[src/cfg_cmd_map.svh]
// Command codes, field positions, fixed exponents and accepted code windows
// for the configuration command bank.
// Assumes the including file wants these as plain `define macros.
`ifndef CFG_CMD_MAP_SVH
`define CFG_CMD_MAP_SVH

// ****************************************************************
// Command codes
// ****************************************************************
`define CMD_FREQ 8'h33
`define CMD_TURNON 8'h35
`define CMD_GAIN 8'h38
`define CMD_OFFSET 8'h39
`define CMD_OVLIM 8'h40

// ****************************************************************
// Page and phase selections
// ****************************************************************
`define PAGE_A 8'h00
`define PAGE_B 8'h01
`define PAGE_ALL 8'hFF
`define PHASE_ALL 8'hFF
`define PHASE_TOTAL 8'h80

// ****************************************************************
// Field layout
// ****************************************************************
`define EXP_MSB 15
`define EXP_LSB 11
`define MAN_MSB 10
`define MAN_LSB 0
`define FREQ_EXP 5'b00000
`define TURNON_EXP 5'b11110
`define GAIN_EXP 5'b11010
`define OFFSET_EXP 5'b11101

// ****************************************************************
// Accepted code windows
// ****************************************************************
`define FREQ_MIN 16'h012C
`define FREQ_MAX 16'h03E8
`define FREQ_STEP 11'h032
`define TURNON_LOW 16'hF010
`define TURNON_MIN 16'hF015
`define TURNON_MAX 16'hF02D
`define TURNON_STEP 16'h0004
`define GAIN_MIN 16'hD131
`define GAIN_MAX 16'hD150
`define OFS_POS_MIN 16'hE800
`define OFS_POS_MAX 16'hE808
`define OFS_NEG_MIN 16'hEFF9
`define OFS_NEG_MAX 16'hEFFF
`define OFS_TPOS_MAX 16'hE820
`define OFS_TNEG_MIN 16'hEFE2
`define OFS_TNEG_MAX 16'hEFFE

`endif

[src/cfg_cmd_pkg.sv]
// Types shared by the configuration command bank and its code checker.
// Assumes cfg_cmd_map.svh supplies the numeric constants.
package cfg_cmd_pkg;

    // Which register a command addresses, one-hot.
    typedef enum logic [5:0] {
        SEL_NONE = 6'b000001,
        SEL_FREQ = 6'b000010,
        SEL_TURNON = 6'b000100,
        SEL_GAIN = 6'b001000,
        SEL_OFFSET = 6'b010000,
        SEL_OVLIM = 6'b100000
    } sel_t;

endpackage : cfg_cmd_pkg

[src/code_window_check.sv]
// Combinational check of a written word against a register's accepted codes.
// Assumes the caller qualifies the result with the command and page checks.
`timescale 1ns/1ps
`default_nettype none
`include "cfg_cmd_map.svh"

module code_window_check
(
    input wire cfg_cmd_pkg::sel_t sel,
    input wire logic total,
    input wire logic [15:0] word,
    output logic ok
);
    import cfg_cmd_pkg::*;

    logic [10:0] freq_diff;
    logic [15:0] turnon_diff;
    logic ofs_single;
    logic ofs_total;

    // The full word is compared, so a wrong exponent never slips through.
    always_comb
    begin
        freq_diff = 11'(word - `FREQ_MIN);
        turnon_diff = word - `TURNON_MIN;
        ofs_single = (word >= `OFS_POS_MIN && word <= `OFS_POS_MAX) ||
                     (word >= `OFS_NEG_MIN && word <= `OFS_NEG_MAX);
        ofs_total = !word[0] &&
                    ((word >= `OFS_POS_MIN && word <= `OFS_TPOS_MAX) ||
                     (word >= `OFS_TNEG_MIN && word <= `OFS_TNEG_MAX));
        ok = 1'b0;
        case (sel)
            SEL_FREQ:
                ok = word >= `FREQ_MIN && word <= `FREQ_MAX &&
                     (freq_diff % `FREQ_STEP) == 11'h000;
            SEL_TURNON:
                ok = word == `TURNON_LOW ||
                     (word >= `TURNON_MIN && word <= `TURNON_MAX &&
                      turnon_diff[1:0] == 2'h0);
            SEL_GAIN:
                ok = word >= `GAIN_MIN && word <= `GAIN_MAX;
            SEL_OFFSET:
                ok = total ? ofs_total : ofs_single;
            default:
                ok = 1'b0;
        endcase
    end

endmodule : code_window_check
`default_nettype wire

[src/pmbus_config_cmd_bank.sv]
// Configuration command bank: switching frequency, turn-on voltage,
// current-sense gain and offset, and overvoltage limit readback.
// Assumes the word transaction engine, page and phase registers, status
// read path and nonvolatile store live outside and share MCLK.
//
// Operation
// - Frequency word: exponent reads zero, 11-bit mantissa in kilohertz.
// - Frequency codes 012Ch to 03E8h in 50 kHz steps only.
// - Turn-on word: exponent reads minus two, mantissa writable.
// - Turn-on codes F010h or F015h to F02Dh in 1 V steps.
// - Turn-on setting is one copy shared by both channels.
// - Page 00h channel A, 01h channel B, FFh writes both.
// - Registers are served by word reads and word writes only.
// - Gain exponent minus six, codes D131h to D150h accepted.
// - One gain per channel; host selects phase 80h.
// - Offset exponent reads minus three, step 0.125 A.
// - Offset held per phase and total; FFh writes all phases.
// - Single-phase offsets E800h-E808h and EFF9h-EFFFh only.
// - Total offsets even codes E800h-E820h and EFE2h-EFFEh only.
// - Rejected write leaves register, sets fault flags, raises alert.
// - Overvoltage limit reads back per channel in VID code.
// - Any write to the overvoltage limit is rejected as invalid.
`timescale 1ns/1ps
`default_nettype none
`include "cfg_cmd_map.svh"

module pmbus_config_cmd_bank
#(
    parameter int NPHASE = 6
)
(
    input wire logic MCLK,
    input wire logic RST,
    input wire logic CMD_VALID,
    input wire logic CMD_WRITE,
    input wire logic [7:0] CMD_CODE,
    input wire logic [15:0] WR_DATA,
    input wire logic [7:0] PAGE,
    input wire logic [7:0] PHASE,
    input wire logic CLEAR_FAULTS,
    input wire logic [10:0] NVM_FREQ,
    input wire logic [10:0] NVM_TURNON,
    input wire logic [10:0] NVM_GAIN,
    input wire logic [10:0] NVM_OFFSET,
    input wire logic [7:0] OV_VID_A,
    input wire logic [7:0] OV_VID_B,
    output logic CMD_HIT,
    output logic RD_VALID,
    output logic [15:0] RD_DATA,
    output logic COMM_FAULT,
    output logic SUMMARY_FAULT,
    output logic HOST_ALERT_OUT,
    output logic [10:0] FREQ_A,
    output logic [10:0] FREQ_B,
    output logic [10:0] TURNON,
    output logic [10:0] GAIN_A,
    output logic [10:0] GAIN_B,
    output logic [(NPHASE+1)*11-1:0] OFFSET_A,
    output logic [(NPHASE+1)*11-1:0] OFFSET_B
);
    import cfg_cmd_pkg::*;

    // ****************************************************************
    // Parameter check
    // ****************************************************************
    // Phase codes are one byte and 80h means total, so at most 128 phases.
    generate
        if (NPHASE < 1 || NPHASE > 128)
        begin : g_bad_nphase
            $error("NPHASE must lie between 1 and 128");
        end
    endgenerate

    localparam logic [7:0] NPH8 = 8'(NPHASE);

    // Entry NPHASE of each channel holds the total-current offset.
    typedef struct packed {
        logic [1:0][10:0] freq;
        logic [10:0] turnon;
        logic [1:0][10:0] gain;
        logic [1:0][NPHASE:0][10:0] ofs;
        logic [15:0] rd_data;
        logic rd_valid;
        logic cml;
        logic summary;
    } state_t;

    state_t q;
    state_t d;
    state_t rst_val;

    sel_t sel;
    logic [1:0] ch_wr;
    logic ch_rd;
    logic page_ok;
    logic phase_total;
    logic phase_all;
    logic phase_ok;
    logic code_ok;
    logic wr_ok;
    logic wr_bad;
    logic [1:0][NPHASE:0] ofs_we;
    logic [7:0] rd_idx;

    // ****************************************************************
    // Command decode
    // ****************************************************************
    always_comb
    begin
        if (CMD_CODE == `CMD_FREQ)
            sel = SEL_FREQ;
        else if (CMD_CODE == `CMD_TURNON)
            sel = SEL_TURNON;
        else if (CMD_CODE == `CMD_GAIN)
            sel = SEL_GAIN;
        else if (CMD_CODE == `CMD_OFFSET)
            sel = SEL_OFFSET;
        else if (CMD_CODE == `CMD_OVLIM)
            sel = SEL_OVLIM;
        else
            sel = SEL_NONE;
    end

    // Paging: FFh reaches both channels on write and reads channel A.
    always_comb
    begin
        page_ok = 1'b1;
        ch_rd = 1'b0;
        ch_wr = 2'b00;
        if (PAGE == `PAGE_A)
            ch_wr = 2'b01;
        else if (PAGE == `PAGE_B)
        begin
            ch_wr = 2'b10;
            ch_rd = 1'b1;
        end
        else if (PAGE == `PAGE_ALL)
            ch_wr = 2'b11;
        else
            page_ok = 1'b0;
    end

    always_comb
    begin
        phase_total = PHASE == `PHASE_TOTAL;
        phase_all = PHASE == `PHASE_ALL;
        phase_ok = phase_total || phase_all || PHASE < NPH8;
        if (phase_total)
            rd_idx = NPH8;
        else if (PHASE < NPH8)
            rd_idx = PHASE;
        else
            rd_idx = 8'h00;
    end

    code_window_check u_check
    (
        .sel(sel),
        .total(phase_total),
        .word(WR_DATA),
        .ok(code_ok)
    );

    // The turn-on word ignores the page; the others need a legal page.
    always_comb
    begin
        wr_ok = 1'b0;
        if (CMD_VALID && CMD_WRITE && code_ok)
        begin
            if (sel == SEL_TURNON)
                wr_ok = 1'b1;
            else if (sel == SEL_OFFSET)
                wr_ok = page_ok && phase_ok;
            else
                wr_ok = page_ok;
        end
        // Any addressed write that is not taken counts as invalid.
        wr_bad = CMD_VALID && CMD_WRITE && sel != SEL_NONE &&
                 !wr_ok;
    end

    // ****************************************************************
    // Per-entry offset write enables
    // ****************************************************************
    genvar gc;
    genvar gp;
    generate
        for (gc = 0; gc < 2; gc++)
        begin : g_ch
            for (gp = 0; gp <= NPHASE; gp++)
            begin : g_ph
                if (gp == NPHASE)
                begin : g_tot
                    assign ofs_we[gc][gp] = wr_ok && sel == SEL_OFFSET &&
                        ch_wr[gc] && phase_total;
                end
                else
                begin : g_one
                    assign ofs_we[gc][gp] = wr_ok && sel == SEL_OFFSET &&
                        ch_wr[gc] &&
                        (phase_all || PHASE == 8'(gp));
                end
            end
        end
    endgenerate

    // ****************************************************************
    // Next state
    // ****************************************************************
    always_comb
    begin
        rst_val = '0;
        for (int c = 0; c < 2; c++)
        begin
            rst_val.freq[c] = NVM_FREQ;
            rst_val.gain[c] = NVM_GAIN;
            for (int p = 0; p <= NPHASE; p++)
                rst_val.ofs[c][p] = NVM_OFFSET;
        end
        rst_val.turnon = NVM_TURNON;
    end

    always_comb
    begin
        d = q;
        d.rd_valid = 1'b0;
        if (wr_ok)
        begin
            for (int c = 0; c < 2; c++)
            begin
                if (ch_wr[c] && sel == SEL_FREQ)
                    d.freq[c] = WR_DATA[`MAN_MSB:`MAN_LSB];
                // Phase is not looked at: the gain is common per channel.
                if (ch_wr[c] && sel == SEL_GAIN)
                    d.gain[c] = WR_DATA[`MAN_MSB:`MAN_LSB];
                for (int p = 0; p <= NPHASE; p++)
                    if (ofs_we[c][p])
                        d.ofs[c][p] = WR_DATA[`MAN_MSB:`MAN_LSB];
            end
            if (sel == SEL_TURNON)
                d.turnon = WR_DATA[`MAN_MSB:`MAN_LSB];
        end
        // Clear first so that a fault in the same cycle still sets.
        if (CLEAR_FAULTS)
        begin
            d.cml = 1'b0;
            d.summary = 1'b0;
        end
        if (wr_bad)
        begin
            d.cml = 1'b1;
            d.summary = 1'b1;
        end
        // Reads return the fixed exponent above the stored mantissa; the limit reads 00h above its VID code.
        if (CMD_VALID && !CMD_WRITE && sel != SEL_NONE)
        begin
            d.rd_valid = 1'b1;
            case (sel)
                SEL_FREQ:
                    d.rd_data = {`FREQ_EXP, q.freq[ch_rd]};
                SEL_TURNON:
                    d.rd_data = {`TURNON_EXP, q.turnon};
                SEL_GAIN:
                    d.rd_data = {`GAIN_EXP, q.gain[ch_rd]};
                SEL_OFFSET:
                    d.rd_data = {`OFFSET_EXP,
                                 q.ofs[ch_rd][rd_idx]};
                default:
                    d.rd_data = {8'h00,
                                 ch_rd ? OV_VID_B : OV_VID_A};
            endcase
        end
    end

    always_ff @(posedge MCLK)
    begin
        if (RST)
            q <= rst_val;
        else
            q <= d;
    end

    // ****************************************************************
    // Outputs
    // ****************************************************************
    always_comb
    begin
        CMD_HIT = CMD_VALID && sel != SEL_NONE;
        RD_VALID = q.rd_valid;
        RD_DATA = q.rd_data;
        COMM_FAULT = q.cml;
        SUMMARY_FAULT = q.summary;
        HOST_ALERT_OUT = q.cml;
        FREQ_A = q.freq[0];
        FREQ_B = q.freq[1];
        TURNON = q.turnon;
        GAIN_A = q.gain[0];
        GAIN_B = q.gain[1];
        OFFSET_A = q.ofs[0];
        OFFSET_B = q.ofs[1];
    end
endmodule : pmbus_config_cmd_bank
`default_nettype wire

[config.mk]
export PLATFORM = sky130hd
export DESIGN_NAME = pmbus_config_cmd_bank
export DESIGN_NICKNAME = d
export VERILOG_FILES = /design/src/cfg_cmd_pkg.sv /design/src/code_window_check.sv /design/src/pmbus_config_cmd_bank.sv
export VERILOG_INCLUDE_DIRS = /design/src
export SDC_FILE = /design/constraint.sdc
export NUM_CORES = 1
export LEC_CHECK = 0
export BUFFER_PORTS_ARGS = -buffer_cell sky130_fd_sc_hd__buf_2
export CAP_MARGIN = 25
export CORE_ASPECT_RATIO = 2
export CORE_MARGIN = 2
export CORE_UTILIZATION = 57
export DETAILED_ROUTE_END_ITERATION = 7
export HOLD_SLACK_MARGIN = 0.06
export PLACE_DENSITY = 0.91
export SLEW_MARGIN = 20
export SYNTH_ARGS = -nofsm -noshare
export SYNTH_HDL_FRONTEND = slang
export SYNTH_SLANG_ARGS = --single-unit
[constraint.sdc]
create_clock -name MCLK -period 15.5 [get_ports MCLK]
set_input_delay 1.55 -clock MCLK [delete_from_list [all_inputs] [get_ports MCLK]]
set_output_delay 1.55 -clock MCLK [all_outputs]
set_load 0.005 [all_outputs]
==> impl_metrics.env <==
export IMPL_synth_area_leader_cell="edfxtp_1"
export IMPL_place_gp_congestion=1.05
export IMPL_synth_seq_cells=226
export IMPL_start_kind="input port"
export IMPL_grt_pass1_vias=10700
export IMPL_peakVddDrop_uv=108
export IMPL_grt_pass1_wl_um=65900
export IMPL_worst_slack_ns=7.43
export IMPL_status="finished clean"
export IMPL_finClkSkew_ns=0.0189
export IMPL_antenna_found_initial=2
export IMPL_numCtsBuffers=19
export IMPL_pwr_density_cell_mw_per_mm2=114
export IMPL_hold_viol_final=0
export IMPL_synthMuxAreaShare_pct=8.67
export IMPL_cts_hold_fix_buffers=0
export IMPL_synth_top_family_by_area="compound AO/OA/AOI/OAI gates"
export IMPL_post_route_period_util_pct=52.0
export IMPL_drc_errors=0
export IMPL_max_slew_margin_rel_pct=25.0
export IMPL_drtIter0Drc=1385
export IMPL_async_flop_share_pct=0
export IMPL_core_mm2=0.0208
export IMPL_fin_crit_ns=8.07
export IMPL_syn_mean_instance_area_um2=11.8
export IMPL_timing_worst_setup_path_type="in2reg"
export IMPL_io_pins=335
export IMPL_syn_num_nets=1132
export IMPL_clock_latency_ns=0.50
export IMPL_finalSetupViolations=0
export IMPL_num_vias=11000
export IMPL_cts_max_level=1
export IMPL_grt_usage_pct=40.2
export IMPL_crit_required_ns=15.72
export IMPL_synthToLayoutAreaGrowth_pct=19.7
export IMPL_yosys_area_share_simple_pct=14.6
export IMPL_drv_cap=0
export IMPL_yosysSeqAreaShare_pct=55.2
export IMPL_rsz0062_at_grt="no"
export IMPL_synth_compound_area_share_pct=16.8
export IMPL_die_w_um=107
export IMPL_worst_slew_pin_slew_ns=1.11
export IMPL_synth_adder_area_share_pct=0.730
export IMPL_synthTopCellsByArea="edfxtp_1 (52%), mux4_2 (6.2%), nand2_1 (5.6%)"
export IMPL_stdcell_area_mm2=0.0144
export IMPL_critPathLaunch="WR_DATA[2]"
export IMPL_synth_area_mm2=0.0120
export IMPL_layout_common_cells="buf_2 (334), edfxtp_1 (209), nand2_1 (176), nor2_1 (65), a21oi_1 (61)"
export IMPL_fin_util_pct=68.9
export IMPL_max_freq_ghz=0.124
export IMPL_synth_main_ff_cell="edfxtp_1"
export IMPL_fin_hold_ws_ns=0.488
export IMPL_end_kind="flop"
export IMPL_synth_top_area_share_pct=52.3
export IMPL_power_frac_comb_pct=25.2
export IMPL_p_sw_share_pct=31.1
export IMPL_drt_pass1_iterations=6
export IMPL_antenna_left=0
export IMPL_drt_vias_per_instance=6.85
export IMPL_internal_power_uw=1130
export IMPL_worstPathMaxFanout=23
export IMPL_p_sw_uw=510
export IMPL_synthesis_instances=1020
export IMPL_place_ws_ns=7.04
export IMPL_cellLeakagePower_uw=0.00586
export IMPL_synth_xor_area_share_pct=0.949
export IMPL_grt_max_degree=92
export IMPL_critical_path_arrival_ns=8.28
export IMPL_wl_um=45500
export IMPL_cts_sinks=226
export IMPL_drive_above_1_share_pct=33.7
export IMPL_post_drt_wl_per_cell_um=28.4
export IMPL_synth_cell_types=98
export IMPL_yosys_warnings=0
export IMPL_endpoint="FREQ_B[0]"
export IMPL_hp_class="reg2reg"
export IMPL_fin_nets=1433
export IMPL_clk_pin_slew_ns=0.07
export IMPL_clockRootBuffer="clkbuf_16"
export IMPL_dpl_cell_area_mm2=0.0138
export IMPL_seqPwrFrac_pct=46.6
export IMPL_max_clock_path_buffers=3
export IMPL_fp_dieH_um=209
export IMPL_overflow=0
export IMPL_final_common_cell="buf_2"
export IMPL_placement_rows=75
export IMPL_synth_edf_count=209
export IMPL_p_clk_share_pct=28.2
export IMPL_drv_slew=0
export IMPL_post_dp_hpwl_um=33900
export IMPL_finalSetupTns_ns=0
export IMPL_rrSetupSlack_ns=12.69
export IMPL_hp_start="RD_DATA[9]"
export IMPL_cts_setup_buffers=0
export IMPL_cts_tree="yes"
export IMPL_r2r_end="RD_DATA[3]"
export IMPL_r2r_cells=7
export IMPL_dieArea_mm2=0.0223
export IMPL_port_buffers=334
export IMPL_r2r_start="OFFSET_A[25]"
export IMPL_ctsResizeCount=0
export IMPL_start_util_pct=57.6
metal layers:
layer	wire length (um)	vias up	GRT usage [%]
li1	-	4560	-
met1	13200	5162	40.0
met2	23200	977	71.0
met3	4220	279	6.64
met4	4890	4	33.6
met5	27	-	0
registers in the layout, indices dropped and copies added (netlist names):
| register | count |
|---|---|
| OFFSET_A | 77 |
| OFFSET_B | 77 |
| RD_DATA | 15 |
| FREQ_A | 11 |
| FREQ_B | 11 |
| GAIN_A | 11 |
| GAIN_B | 11 |
| TURNON | 11 |
| COMM_FAULT | 1 |
| RD_VALID | 1 |
power by group through the flow:
stage	sequential [uW]	clock [uW]	combinational (uW)
CTS	761	459	400
global route	767	475	436
global placement	768	0	395
finish	763	462	413
floorplan	769	0	241
detailed placement	773	0	398
cells by family after synthesis:
| family | Yosys count |
|---|---|
| AO/OA/AOI/OAI | 266 |
| AND/OR/NAND/NOR | 368 |
| multiplexers | 62 |
| buffers and inverters | 78 |
| flip-flops | 226 |
| XOR/XNOR | 13 |
| adder cells (fa/ha/maj) | 7 |
worst min-delay path by stage:
| stage | end | cells after the start |
|---|---|---|
| 2_1_floorplan | RD_DATA[8] | 2 |
| 3_3_place_gp | RD_DATA[9] | 2 |
| 3_5_place_dp | RD_DATA[9] | 2 |
| 4_1_cts | RD_DATA[9] | 2 |
| 5_1_grt | RD_DATA[12] | 2 |
| 6_report | RD_DATA[9] | 2 |
cell type report:
cell class / count / area (um2)
Sequential cell: 226 / 6620
Fill cell: 1545 / 6470
Multi-Input combinational cell: 716 / 5030
Timing Repair Buffer: 344 / 1750
Clock buffer: 24 / 494
Tap cell: 269 / 337
Clock inverter: 8 / 72.6
Inverter: 14 / 52.6
Antenna cell: 2 / 5.00
cell usage after synthesis (8+ instances only):
master,count
a2111oi_0,9
a311oi_1,15
mux2i_1,27
nand3_1,18
a211oi_1,10
nand2b_1,18
or3_1,9
xnor2_1,9
inv_1,11
nand2_1,178
a31oi_1,8
o22ai_1,16
nor3_1,16
mux4_2,33
edfxtp_1,209
o21ai_0,26
dfxtp_1,17
nor2_1,65
a21oi_1,61
nand4_1,12
a31o_1,10
clkbuf_1,43
a221oi_1,14
o21a_1,10
critical path, cell delays in order:
cell and delay, ns:
buf_2 0.40, ha_1 0.47, o21ai_1 0.24, a221oi_1 0.38, nand2_1 0.24, o31ai_4 0.48
nand3_2 0.21, and3_4 0.25, o311ai_1 0.93, o2111ai_1 0.25, o2bb2ai_1 0.33, nor3b_2 0.10
xnor2_1 0.27, ha_1 0.36, xnor2_1 0.16, xnor2_1 0.16, or3_1 0.34, nor3_1 0.30
nor4b_4 0.10, o21bai_1 0.45, buf_4 0.27
stage by stage:
stage                     std cells  power (uW)
after floorplan                1020        1010
after global placement         1567        1160
after detailed placement       1567        1170
after CTS                      1599        1620
after global routing           1602        1680
final                          1603        1640
No activity file was read; power rests on OpenSTA's default activity.
